`config.mk`:
```
export PLATFORM = sky130hd
export DESIGN_NAME = tps_scan
export DESIGN_NICKNAME = d
export VERILOG_FILES = /design/src/tps_scan.v
export VERILOG_INCLUDE_DIRS = /design/src /design/src/src
export SDC_FILE = /design/constraint.sdc
export NUM_CORES = 1
export LEC_CHECK = 0
export ABC_AREA = 1
export BUFFER_PORTS_ARGS = -buffer_cell sky130_fd_sc_hd__buf_2
export CAP_MARGIN = 10
export CORE_MARGIN = 3
export CORE_UTILIZATION = 50
export DETAILED_ROUTE_END_ITERATION = 7
export PLACE_DENSITY_LB_ADDON = 0.15
export SLEW_MARGIN = 10
export SYNTH_ARGS = -nofsm -noshare
export SYNTH_HDL_FRONTEND = slang
export SYNTH_SLANG_ARGS = --single-unit
```
`constraint.sdc`:
```
create_clock -name clk -period 3.3 [get_ports clk]
set_input_delay 0.165 -clock clk [delete_from_list [all_inputs] [get_ports clk]]
set_output_delay 0.165 -clock clk [all_outputs]
set_load 0.01 [all_outputs]
```
`src/tps_consts.vh`:
```
// constants for the touch panel scan sequencer
// assumes inclusion by tps_scan.v and the bench files; plain defines, no logic
`ifndef TPS_CONSTS_VH
`define TPS_CONSTS_VH

// ------------------------------------------------------------
// register offsets (4-bit word index)
// ------------------------------------------------------------
`define TPS_ADR_CTRL      4'h0
`define TPS_ADR_COUNT     4'h1
`define TPS_ADR_STATUS    4'h2
`define TPS_ADR_MASK      4'h3
`define TPS_ADR_STATE     4'h4
`define TPS_ADR_PAGE      4'h5
`define TPS_ADR_DATA      4'h6

// ------------------------------------------------------------
// control register fields
// ------------------------------------------------------------
`define TPS_CTL_ENABLE    0
`define TPS_CTL_HALT      1
`define TPS_CTL_COORD     2
`define TPS_CTL_FIVE      3
`define TPS_CTL_PAGEHALT  4
`define TPS_CTL_RES12     5

// ------------------------------------------------------------
// interrupt status / mask fields
// ------------------------------------------------------------
`define TPS_IRQ_PAGE1     0
`define TPS_IRQ_PAGE2     1
`define TPS_IRQ_RDY       2
`define TPS_IRQ_LOST      3
`define TPS_IRQ_PEN       4

// ------------------------------------------------------------
// sequencer state codes (3-bit field)
// ------------------------------------------------------------
`define TPS_ST_STANDBY    3'h0
`define TPS_ST_SELECT     3'h1
`define TPS_ST_SHIFT      3'h2
`define TPS_ST_WAIT       3'h3
`define TPS_ST_RECEIVE    3'h4
`define TPS_ST_COLLECT    3'h5

// ------------------------------------------------------------
// reset values and timing
// ------------------------------------------------------------
`define TPS_RST_COUNT     8'h05
`define TPS_RST_PAGE      8'h10
`define TPS_BATT_CHAN     3'h7
`define TPS_ACK_WAIT_NS   2000
`define TPS_CLK_NS        25
`define TPS_ACK_WAIT_CYC  (`TPS_ACK_WAIT_NS / `TPS_CLK_NS)

`endif

```
`src/tps_scan.v`:
```
// touch panel scan sequencer with converter link and dma handshake
// assumes converter_ref_clock, conversion_done, converter_serial_in and
// pen_touch_n are asynchronous pins; dma and register port share clk
//
// Behaviour
// - battery mode takes one sample via dma
// - coordinate mode takes sets of four or five samples until the count
// - page one and page two edge interrupts
// - halt requests at page one edge if set
// - untransferred sample overwritten, flagged lost
// - separate data lost interrupt bit
// - count transfers, ready ends collect state
// - ready forced when converter transfers finish
// - stop requests deferred to set boundary
// - ready marks real stop; software waits it
// - select, serial out, serial in, done pins
// - drive panel voltage control per coordinate measurement
// - active low pen input makes pen interrupt
//
// The plain strobed port and the register offsets were left to the implementer.
`timescale 1ns/1ps
`include "tps_consts.vh"

module tps_scan
#(
  parameter RES_W = 12                  // sample width
)
(
  input  wire        clk,
  input  wire        rst_b,
  input  wire [3:0]  reg_addr,
  input  wire [15:0] reg_wdata,
  input  wire        reg_wr,
  input  wire        reg_rd,
  output reg  [15:0] reg_rdata,
  output reg         irq,
  output reg         dma_req,
  input  wire        dma_ack,
  output reg  [15:0] dma_data,
  input  wire        converter_ref_clock,
  output reg         converter_select_n,
  output reg         converter_serial_out,
  input  wire        converter_serial_in,
  input  wire        conversion_done,
  output reg  [4:0]  panel_drive_ctrl,
  input  wire        pen_touch_n
);

  // ----------------------------------------------------------
  // pin synchronisers
  // ----------------------------------------------------------
  reg [3:0] sync_a;                     // first stage, read only by sync_b
  reg [3:0] sync_b;                     // usable copies
  reg       ref_prev;                   // link clock edge detect
  reg       pen_prev;                   // pen level history

  // two flops per asynchronous pin
  always @(posedge clk or negedge rst_b)
  begin
    if (!rst_b)
    begin
      sync_a   <= 4'h8;                 // idle levels: pen up, others low
      sync_b   <= 4'h8;                 // matches history, no false edge
      ref_prev <= 1'b0;
      pen_prev <= 1'b1;
    end
    else
    begin
      sync_a   <= {pen_touch_n, conversion_done, converter_serial_in, converter_ref_clock};
      sync_b   <= sync_a;
      ref_prev <= sync_b[0];
      pen_prev <= sync_b[3];
    end
  end

  wire ref_rise = sync_b[0] & ~ref_prev;  // drive edge of link clock
  wire ref_fall = ~sync_b[0] & ref_prev;  // sample edge of link clock
  wire sdi      = sync_b[1];
  wire eoc      = sync_b[2];
  wire pen_chg  = sync_b[3] ^ pen_prev;

  // ----------------------------------------------------------
  // registers
  // ----------------------------------------------------------
  reg [5:0]  ctrl;                      // control_reg bits
  reg [7:0]  xfer_target;               // programmed transfer count
  reg [7:0]  page_len;                  // samples per buffer page
  reg [4:0]  status;                    // sticky interrupt bits
  reg [4:0]  mask;                      // interrupt enables
  reg [2:0]  sequencer_state_field;     // state code
  reg        stop_pend;                 // deferred stop
  reg [4:0]  set_evt;                   // event pulses this cycle

  wire wr_ctrl = reg_wr && (reg_addr == `TPS_ADR_CTRL);
  wire wr_stat = reg_wr && (reg_addr == `TPS_ADR_STATUS);

  // ----------------------------------------------------------
  // sequencer
  // ----------------------------------------------------------
  reg [2:0]  chan;                      // sample index in set
  reg [4:0]  bitcnt;                    // link bit counter
  reg [15:0] shreg;                     // receive shift
  reg [15:0] held;                      // sample waiting for dma
  reg        held_ok;                   // held sample valid
  reg [7:0]  done_cnt;                  // transfers completed
  reg [7:0]  page_pos;                  // position in buffer
  reg        page_half;                 // 0 first page, 1 second
  reg        req_block;                 // page halt latch
  reg [15:0] ack_tmr;                   // ack wait timer
  reg        last_set;                  // all samples converted
  reg [7:0]  conv_cnt;                  // samples converted this scan

  wire [2:0] set_len = ctrl[`TPS_CTL_COORD] ?
                       (ctrl[`TPS_CTL_FIVE] ? 3'h5 : 3'h4) : 3'h1;
  wire [4:0] res_bits = ctrl[`TPS_CTL_RES12] ? 5'h0c : 5'h0a;

  // scan over: count reached, or converter done and nothing left to move
  wire scan_fin = (sequencer_state_field == `TPS_ST_COLLECT) &&
                  ((done_cnt >= xfer_target && xfer_target != 8'h00) ||
                   (last_set && !dma_req && !held_ok));

  // main state machine, dma handshake and event generation
  always @(posedge clk or negedge rst_b)
  begin
    if (!rst_b)
    begin
      sequencer_state_field <= `TPS_ST_STANDBY;
      converter_select_n    <= 1'b1;
      converter_serial_out  <= 1'b0;
      panel_drive_ctrl      <= 5'h00;
      dma_req               <= 1'b0;
      dma_data              <= 16'h0000;
      chan                  <= 3'h0;
      bitcnt                <= 5'h00;
      shreg                 <= 16'h0000;
      held                  <= 16'h0000;
      held_ok               <= 1'b0;
      done_cnt              <= 8'h00;
      page_pos              <= 8'h00;
      page_half             <= 1'b0;
      req_block             <= 1'b0;
      ack_tmr               <= 16'h0000;
      last_set              <= 1'b0;
      conv_cnt              <= 8'h00;
      stop_pend             <= 1'b0;
      set_evt               <= 5'h00;
    end
    else
    begin
      set_evt <= {pen_chg, 4'h0};
      // stop request latched, honoured at set boundary
      if ((wr_ctrl && (reg_wdata[`TPS_CTL_HALT] || !reg_wdata[`TPS_CTL_ENABLE]))
          && sequencer_state_field != `TPS_ST_STANDBY)
        stop_pend <= 1'b1;
      // dma side: hold request until ack or timeout, present sample on ack
      if (dma_req)
      begin
        if (dma_ack)
        begin
          dma_req  <= 1'b0;
          dma_data <= held;
          held_ok  <= 1'b0;
          done_cnt <= done_cnt + 8'h01;
          if (page_pos + 8'h01 == page_len)
          begin
            page_pos  <= 8'h00;
            page_half <= ~page_half;
            if (!page_half)
            begin
              set_evt[`TPS_IRQ_PAGE1] <= 1'b1;
              if (ctrl[`TPS_CTL_PAGEHALT])
                req_block <= 1'b1;
            end
            else
              set_evt[`TPS_IRQ_PAGE2] <= 1'b1;
          end
          else
            page_pos <= page_pos + 8'h01;
        end
        else if (ack_tmr == `TPS_ACK_WAIT_CYC)
        begin
          dma_req <= 1'b0;                        // ack too late: give up
          held_ok <= 1'b0;
          set_evt[`TPS_IRQ_LOST] <= 1'b1;
        end
        else
          ack_tmr <= ack_tmr + 16'h0001;
      end
      // sample landed in the same cycle as an ack or timeout: request it now
      else if (held_ok && !req_block)
      begin
        dma_req <= 1'b1;
        ack_tmr <= 16'h0000;
      end
      // converter link sequence
      case (sequencer_state_field)
        `TPS_ST_STANDBY:
        begin
          converter_select_n <= 1'b1;
          panel_drive_ctrl   <= 5'h00;
          stop_pend          <= 1'b0;
          if (ctrl[`TPS_CTL_ENABLE] && !ctrl[`TPS_CTL_HALT])
          begin
            chan      <= 3'h0;
            done_cnt  <= 8'h00;
            last_set  <= 1'b0;
            conv_cnt  <= 8'h00;
            req_block <= 1'b0;
            sequencer_state_field <= `TPS_ST_COLLECT;
          end
        end
        `TPS_ST_COLLECT:
        begin
          // ready on count, or forced once converter is done
          if (scan_fin)
          begin
            set_evt[`TPS_IRQ_RDY] <= 1'b1;
            sequencer_state_field <= `TPS_ST_STANDBY;
          end
          else if (!last_set)
            sequencer_state_field <= `TPS_ST_SELECT;
        end
        `TPS_ST_SELECT:
        begin
          // select falls just after a link falling edge, so the first
          // rising edge seen in the frame launches the first command bit
          if (ref_fall)
          begin
            panel_drive_ctrl   <= ctrl[`TPS_CTL_COORD] ? (5'h01 << chan) : 5'h00;
            converter_select_n <= 1'b0;
            shreg  <= {10'h000, 1'b1, ctrl[`TPS_CTL_COORD] ? chan : `TPS_BATT_CHAN,
                       2'h0};
            bitcnt <= 5'h06;
            sequencer_state_field <= `TPS_ST_SHIFT;
          end
        end
        `TPS_ST_SHIFT:
        begin
          if (ref_rise)
          begin
            converter_serial_out <= shreg[5];
            shreg  <= {shreg[14:0], 1'b0};
            bitcnt <= bitcnt - 5'h01;
            if (bitcnt == 5'h01)
              sequencer_state_field <= `TPS_ST_WAIT;
          end
        end
        `TPS_ST_WAIT:
        begin
          if (eoc)
          begin
            bitcnt <= res_bits;
            shreg  <= 16'h0000;
            sequencer_state_field <= `TPS_ST_RECEIVE;
          end
        end
        `TPS_ST_RECEIVE:
        begin
          if (ref_fall)
          begin
            shreg  <= {shreg[14:0], sdi};
            bitcnt <= bitcnt - 5'h01;
            if (bitcnt == 5'h01)
            begin
              converter_select_n <= 1'b1;
              // unsent sample overwritten by the new one
              if ((held_ok && !(dma_req && dma_ack)) || req_block)
                set_evt[`TPS_IRQ_LOST] <= 1'b1;
              conv_cnt <= conv_cnt + 8'h01;
              held    <= {shreg[14:0], sdi};
              held_ok <= !req_block;
              if (!req_block && !dma_req)
              begin
                dma_req <= 1'b1;
                ack_tmr <= 16'h0000;
              end
              if (chan + 3'h1 == set_len)
              begin
                chan <= 3'h0;
                // lost samples count too: stop converting after the set in which conversions reach the count
                if (!ctrl[`TPS_CTL_COORD] || stop_pend ||
                    !ctrl[`TPS_CTL_ENABLE] || ctrl[`TPS_CTL_HALT] ||
                    (xfer_target != 8'h00 && conv_cnt + 8'h01 >= xfer_target))
                  last_set <= 1'b1;
              end
              else
                chan <= chan + 3'h1;
              sequencer_state_field <= `TPS_ST_COLLECT;
            end
          end
        end
        default:
          sequencer_state_field <= `TPS_ST_STANDBY;
      endcase
    end
  end

  // ----------------------------------------------------------
  // register file and interrupt
  // ----------------------------------------------------------
  // writes, sticky status with set over clear
  always @(posedge clk or negedge rst_b)
  begin
    if (!rst_b)
    begin
      ctrl        <= 6'h00;
      xfer_target <= `TPS_RST_COUNT;
      page_len    <= `TPS_RST_PAGE;
      status      <= 5'h00;
      mask        <= 5'h00;
    end
    else
    begin
      if (wr_ctrl)
        ctrl <= reg_wdata[5:0];
      else if (scan_fin)
        ctrl[`TPS_CTL_ENABLE] <= 1'b0;  // one scan per enable, no rerun
      else if (sequencer_state_field == `TPS_ST_STANDBY)
        ctrl[`TPS_CTL_HALT] <= 1'b0;    // halt request consumed
      if (reg_wr && reg_addr == `TPS_ADR_COUNT)
        xfer_target <= reg_wdata[7:0];
      if (reg_wr && reg_addr == `TPS_ADR_PAGE)
        page_len <= reg_wdata[7:0];
      if (reg_wr && reg_addr == `TPS_ADR_MASK)
        mask <= reg_wdata[4:0];
      status <= (status & ~(wr_stat ? reg_wdata[4:0] : 5'h00)) | set_evt;
    end
  end

  // read data one cycle after strobe; level interrupt
  always @(posedge clk or negedge rst_b)
  begin
    if (!rst_b)
    begin
      reg_rdata <= 16'h0000;
      irq       <= 1'b0;
    end
    else
    begin
      irq <= |(status & mask);
      if (!reg_rd)
        reg_rdata <= 16'h0000;
      else if (reg_addr == `TPS_ADR_CTRL)
        reg_rdata <= {10'h000, ctrl};
      else if (reg_addr == `TPS_ADR_COUNT)
        reg_rdata <= {8'h00, xfer_target};
      else if (reg_addr == `TPS_ADR_STATUS)
        reg_rdata <= {11'h000, status};
      else if (reg_addr == `TPS_ADR_MASK)
        reg_rdata <= {11'h000, mask};
      else if (reg_addr == `TPS_ADR_STATE)
        reg_rdata <= {13'h0000, sequencer_state_field};
      else if (reg_addr == `TPS_ADR_PAGE)
        reg_rdata <= {8'h00, page_len};
      else if (reg_addr == `TPS_ADR_DATA)
        reg_rdata <= done_cnt[7:0] == 8'h00 ? 16'h0000 : dma_data;
      else
        reg_rdata <= 16'h0000;           // unmapped reads zero
    end
  end

endmodule

```
# ---- Word-level counts from Yosys, hierarchy flattened
# Cells that the tools add are included.
dict set report op_classes {
  shifts 1
  add_sub_neg 6
  magnitude_cmp 2
  eq_ne 26
  muxes 110
  bitwise 10
  reduce_logical 56
}
# operator count
set op_table {}
lappend op_table {{16-bit 2-to-1 mux} 17}
lappend op_table {{8-bit 2-to-1 mux} 8}
lappend op_table {{15-bit 2-to-1 mux} 4}
lappend op_table {{15-bit one-hot mux with 4 select lines} 1}
lappend op_table {{3-bit 2-to-1 mux} 16}
lappend op_table {{1-bit 2-to-1 mux} 46}
lappend op_table {{5-bit 2-to-1 mux} 7}
lappend op_table {{8-bit by 1-bit adder with 8-bit output (second input constant)} 3}
lappend op_table {{2-bit inequality test (second input constant)} 10}
lappend op_table {{5-bit one-hot mux with 4 select lines} 1}
lappend op_table {{3-bit one-hot mux with 6 select lines} 1}
lappend op_table {{1-bit logical AND} 17}
lappend op_table {{16-bit by 1-bit adder with 16-bit output (second input constant)} 1}
lappend op_table {{16-bit by 7-bit equality test with 1-bit output (second input constant)} 1}
lappend op_table {{8-bit >= comparator} 2}
lappend op_table {{8-bit one-hot mux with 2 select lines} 1}
lappend op_table {{4-bit by 3-bit equality test with 1-bit output (second input constant)} 3}
lappend op_table {{5-bit AND} 2}
lappend op_table {{5-bit one-hot mux with 2 select lines} 1}
lappend op_table {{2-bit nonzero test} 5}
lappend op_table {{4-bit by 2-bit equality test with 1-bit output (second input constant)} 2}
lappend op_table {{8-bit equality test} 1}
lappend op_table {{1-bit zero test} 8}
lappend op_table {{8-bit zero test} 1}
lappend op_table {{32 further kinds} 52}
dict set report totals {
  word_cells 244
  in_bits 29
  out_inout_bits 41
  ff_bits 175
}

# ---- Depth between registers and ports, before layout
dict set report depth {
  word_depth 10
  ltp_mapped 16
  ltp_nobuf 16
}

# ---- Worst setup path before layout
# Ideal clock, no wire load.
dict set report synth_path {
  path_kind {register to register}
  startpoint {register conv_cnt[5]}
  endpoint {register last_set}
  arrival_time_ns 2.037
  slack_ns 1.147
  path_stages_with_launch 15
  synth_period_minus_slack_ns 2.153
  required_ns 3.184
  setup_time_ns 0.116
  n_path_buf 0
  cell_sequence {dfrtp_1 -> inv_1 -> or4_1 -> xor2_1 -> inv_1 -> ha_1 -> nand2_1 -> nor2_1 -> nand4_1 -> o2111ai_1 -> nand2_1 -> nand3_1 -> nand2_1 -> nand2_1 -> nand2_1}
}
dict set report synth_via {
  elab_chain_len 6
}
# element line_no
set synth_rtl {}
lappend synth_rtl {{from (decl)} tps_scan.v:111} ;# reg [7:0] conv_cnt;
lappend synth_rtl {{from (signal assigned)} tps_scan.v:269} ;# conv_cnt <= conv_cnt + 8'h01;
lappend synth_rtl {{8-bit by 1-bit adder with 8-bit output} tps_scan.v:283} ;# (xfer_target != 8'h00 && conv_cnt + 8'h01 >= xfer_target))
lappend synth_rtl {{8-bit >= comparator} tps_scan.v:283}
lappend synth_rtl {{1-bit logical AND} tps_scan.v:283}
lappend synth_rtl {{1-bit logical OR} tps_scan.v:281} ;# if (!ctrl[`TPS_CTL_COORD] || stop_pend ||
lappend synth_rtl {{2-bit inequality test (no line)} --}
lappend synth_rtl {{6-bit AND reduction (no line)} --}
lappend synth_rtl {{to (signal assigned)} tps_scan.v:143} ;# last_set <= 1'b0;
lappend synth_rtl {{to (signal assigned)} tps_scan.v:206} ;# last_set <= 1'b0;
lappend synth_rtl {{to (signal assigned)} tps_scan.v:284} ;# last_set <= 1'b1;
lappend synth_rtl {{to (decl)} tps_scan.v:110} ;# reg last_set;
# No other way between the ends.
# A chain may end at the register's enable or synchronous reset.

# ---- Worst setup path after layout
dict set report layout_path {
  startpoint {register conv_cnt[0]}
  endpoint {register last_set}
}
# The elaborated chain is that of the path after synthesis.

==> run_results.csv <==
group,metric,value,unit
timing,skew,11.5,ps
yosys,netlist_area,8420,um2
route,wl_met3,748,um
yosys,synth_xor_area_share,1.04,%
timing,slew_violations,0,
cells_and_area,diodes,0,
clock_network,clock_path_buffers,2,
yosys,ys_ff_latch,175,
yosys,yosysWarningCount,0,
yosys,synth_mux_area_share,0,%
floorplanning,initial_utilization,52.1,%
timing,grt_setup_unrepaired,"no",
power,p_leak,4.83,nW
yosys,yosysUniqueCellTypes,50,
place,port_buffers,61,
clock_network,clk_pin_slew_worst_paths,80,ps
floorplanning,chipHeight,136,um
worst_setup_path,startpoint_type,"flip-flop",
yosys,synth-adder-area-share,4.31,%
route,highest_layer,"met4",
power,vdd_drop_max,0.000427,V
clock_network,numCtsBuffers,17,
worst_hold_path,whs_path_depth,3,
route,vias,6816,
floorplanning,die_w,136,um
yosys,synth.largest_area_cell,"dfrtp_1",
worst_hold_path,hold_path.class,"primary input to flip-flop",
yosys,synth.most_common_cell,"nand2_1",
cells_and_area,final_nets,1139,
route,drt-total-wl,19.6,mm
cells_and_area,fin_area,9600,um2
route,route.detailed.drc,0,
grt,grt_usage,22.1,%
place,placed_area,8970,um2
floorplanning,num_rows,46,
place,place.gp.congestion,0.894,
grt,first_global_vias,6333,
route,ant_nets,0,
clock_network,postCtsSetupBuffers,0,
floorplanning,coreArea,16200,um2
floorplanning,pin_count,70,
clock_network,cts_resized,0,
floorplanning,die_area,18400,um2
power,powerDensity,690,nW/um2
grt,overflow,0,
clock_network,clock-sinks,175,
yosys,synthTopCellsByCount,"250 x nand2_1, 168 x dfrtp_1, 137 x inv_1",
grt,antenna_found_initial,0,
worst_setup_path,cp.arrival,2750,ps
cells_and_area,area_growth,14.0,%
timing,timing_hold_violations_final,0,
route,met2RoutedLength,9.16,mm
yosys,synth_flop_cell,"dfrtp_1",
timing,relSlewSlack,43.9,%
yosys,yosys.area_share.simple,22.0,%
worst_setup_path,cp_max_fo,5,
worst_setup_path,critPathRequiredTime,3620,ps
yosys,synth_area_per_cell,8.37,um2
clock_network,root_buffer,"clkbuf_16",
grt,grt_pass1_wl,32.0,mm
yosys,ys_top_cells_by_area,"dfrtp_1 50%, nand2_1 11%, inv_1 6.1%",
yosys,synth_nets,1064,
timing,worstMarginPinSlew,833,ps
place,hpwlAfterDp,14.5,mm
route,drtIter0Drc,446,
grt,grt_start_max_net_pins,81,
cells_and_area,layout-drive-gt1-share,11.2,%
worst_setup_path,end_kind,"flip-flop",
route,drt-pass1-iter-count,6,
clock_network,cts_tree,"done",
worst_setup_path,r2r_cells,14,
timing,period_share,73.7,%
yosys,synthArstFlopShare,100,%
route,wl_per_cell,14.9,um
clock_network,clock_latency,430,ps
yosys,synth_edf_count,0,
yosys,postSynthCellCount,1006,
timing,timing.fmax,411,MHz
timing,period_needed,2430,ps
route,wl_met1,9.45,mm
worst_setup_path,critPathKind,"flip-flop to flip-flop",
yosys,synth_top_family_by_area,"simple AND/OR/NAND/NOR gates",
route,avgViaCountPerCell,5.20,
timing,setup_violations,0,
yosys,synth-compound-area-share,13.1,%
outcome,status,"complete, no violations",
yosys,yosys.area.top_type_share,49.9,%
clock_network,htreeDepth,4,
timing,tns,0,ps
yosys,ys_seq_area_share,52.1,%
run,maxCapViolations,0,
## repair_timing
action | in CTS | in global routing
hold buffers | 5 | 0
endpoints found under the setup margin | 0 | 0
endpoints found under the hold margin | 76 | 0
## placed cells by master, fill, tap and decap left out, types with 4 or more instances in the layout
cell           synthesis  layout
a21oi_1               39      39
a22oi_1                4       4
a31oi_1                5       5
buf_2                  3      60
buf_4                  1       4
clkbuf_16              0      17
clkinv_4               0       5
dfrtp_1              168     168
dfstp_2                7       7
dlygate4sd3_1          0       5
ha_1                  29      29
inv_1                137     137
inv_2                  7       7
inv_8                  0       5
nand2_1              250     250
nand3_1               58      58
nand4_1               13      13
nor2_1                80      80
nor3_1                17      17
o211ai_1               4       4
o21ai_0               91      91
o21ai_1               14      14
o22ai_1               18      18
xor2_1                 8       8
## worst paths after layout
path                               from          end  slack [ps]
setup / recovery            conv_cnt[0]     last_set         870
hold / removal             reg_wdata[7]  page_len[7]          40
setup reg to reg            conv_cnt[0]     last_set         870
hold reg to reg               sync_a[2]    sync_b[2]         350
max in group asynchronous         rst_b  page_len[4]        2160
min in group asynchronous         rst_b   set_evt[1]         330
## metrics by stage
step	cells	power (mW)	utilization, %	setup slack [ps]	hold WS (ps)
finish	1310	6.63	59.4	867	38.3
CTS	1310	6.68	59.4	874	21.9
floorplan	1006	4.20	-	1150	-131
global placement	1273	4.67	55.5	951	263
detailed placement	1273	4.72	55.5	903	259
global route	1310	7.10	59.4	724	29.2
## power breakdown
part | switching, mW | leakage (nW) | total (mW) | internal (mW)
registers | 0.320 | 2.29 | 2.83 | 2.51
logic | 1.23 | 2.25 | 1.86 | 0.627
clock network | 0.929 | 0.280 | 1.94 | 1.01
## registers in the layout, indices dropped and copies added (netlist names), 6 cells and up
register     flops
ack_tmr         16
dma_data        16
held            16
reg_rdata       16
shreg           15
conv_cnt         8
done_cnt         8
page_len         8
page_pos         8
xfer_target      8
ctrl             6
## cell type report
type	count	area (um2)
Sequential cell	175	4390
Multi-Input combinational cell	670	3410
Fill cell	1451	6570
Clock buffer	18	429
Tap cell	216	270
Clock inverter	14	149
Timing Repair Buffer	71	412
Inverter	146	548
## kinds of logic (layout without fill, tap and decap cells)
kind of cell,count (synthesis),in the layout
AO/OA/AOI/OAI,195,195
adder cells (fa/ha/maj),29,29
buffers and inverters,161,249
flip-flops,175,175
XOR/XNOR,10,10
AND/OR/NAND/NOR,436,436
## critical path: stages (launching register included)
cell and delay, ps:
dfrtp_1 420, nand3_1 180, or4_1 450, xor2_1 180, inv_1 70, ha_1 290
nand2_1 70, nor2_1 130, nand4_1 90, o2111ai_1 100, nand2_1 100, nand3_1 100
nand2_1 60, nand2_1 50, nand2_1 50
## layer usage
layer	track usage [%]	vias to the layer above
met5	0	-
met4	5.88	0
met3	4.05	18
met2	35.0	144
met1	31.7	3215
li1	-	3439
No activity file was read; power rests on OpenSTA's default activity.
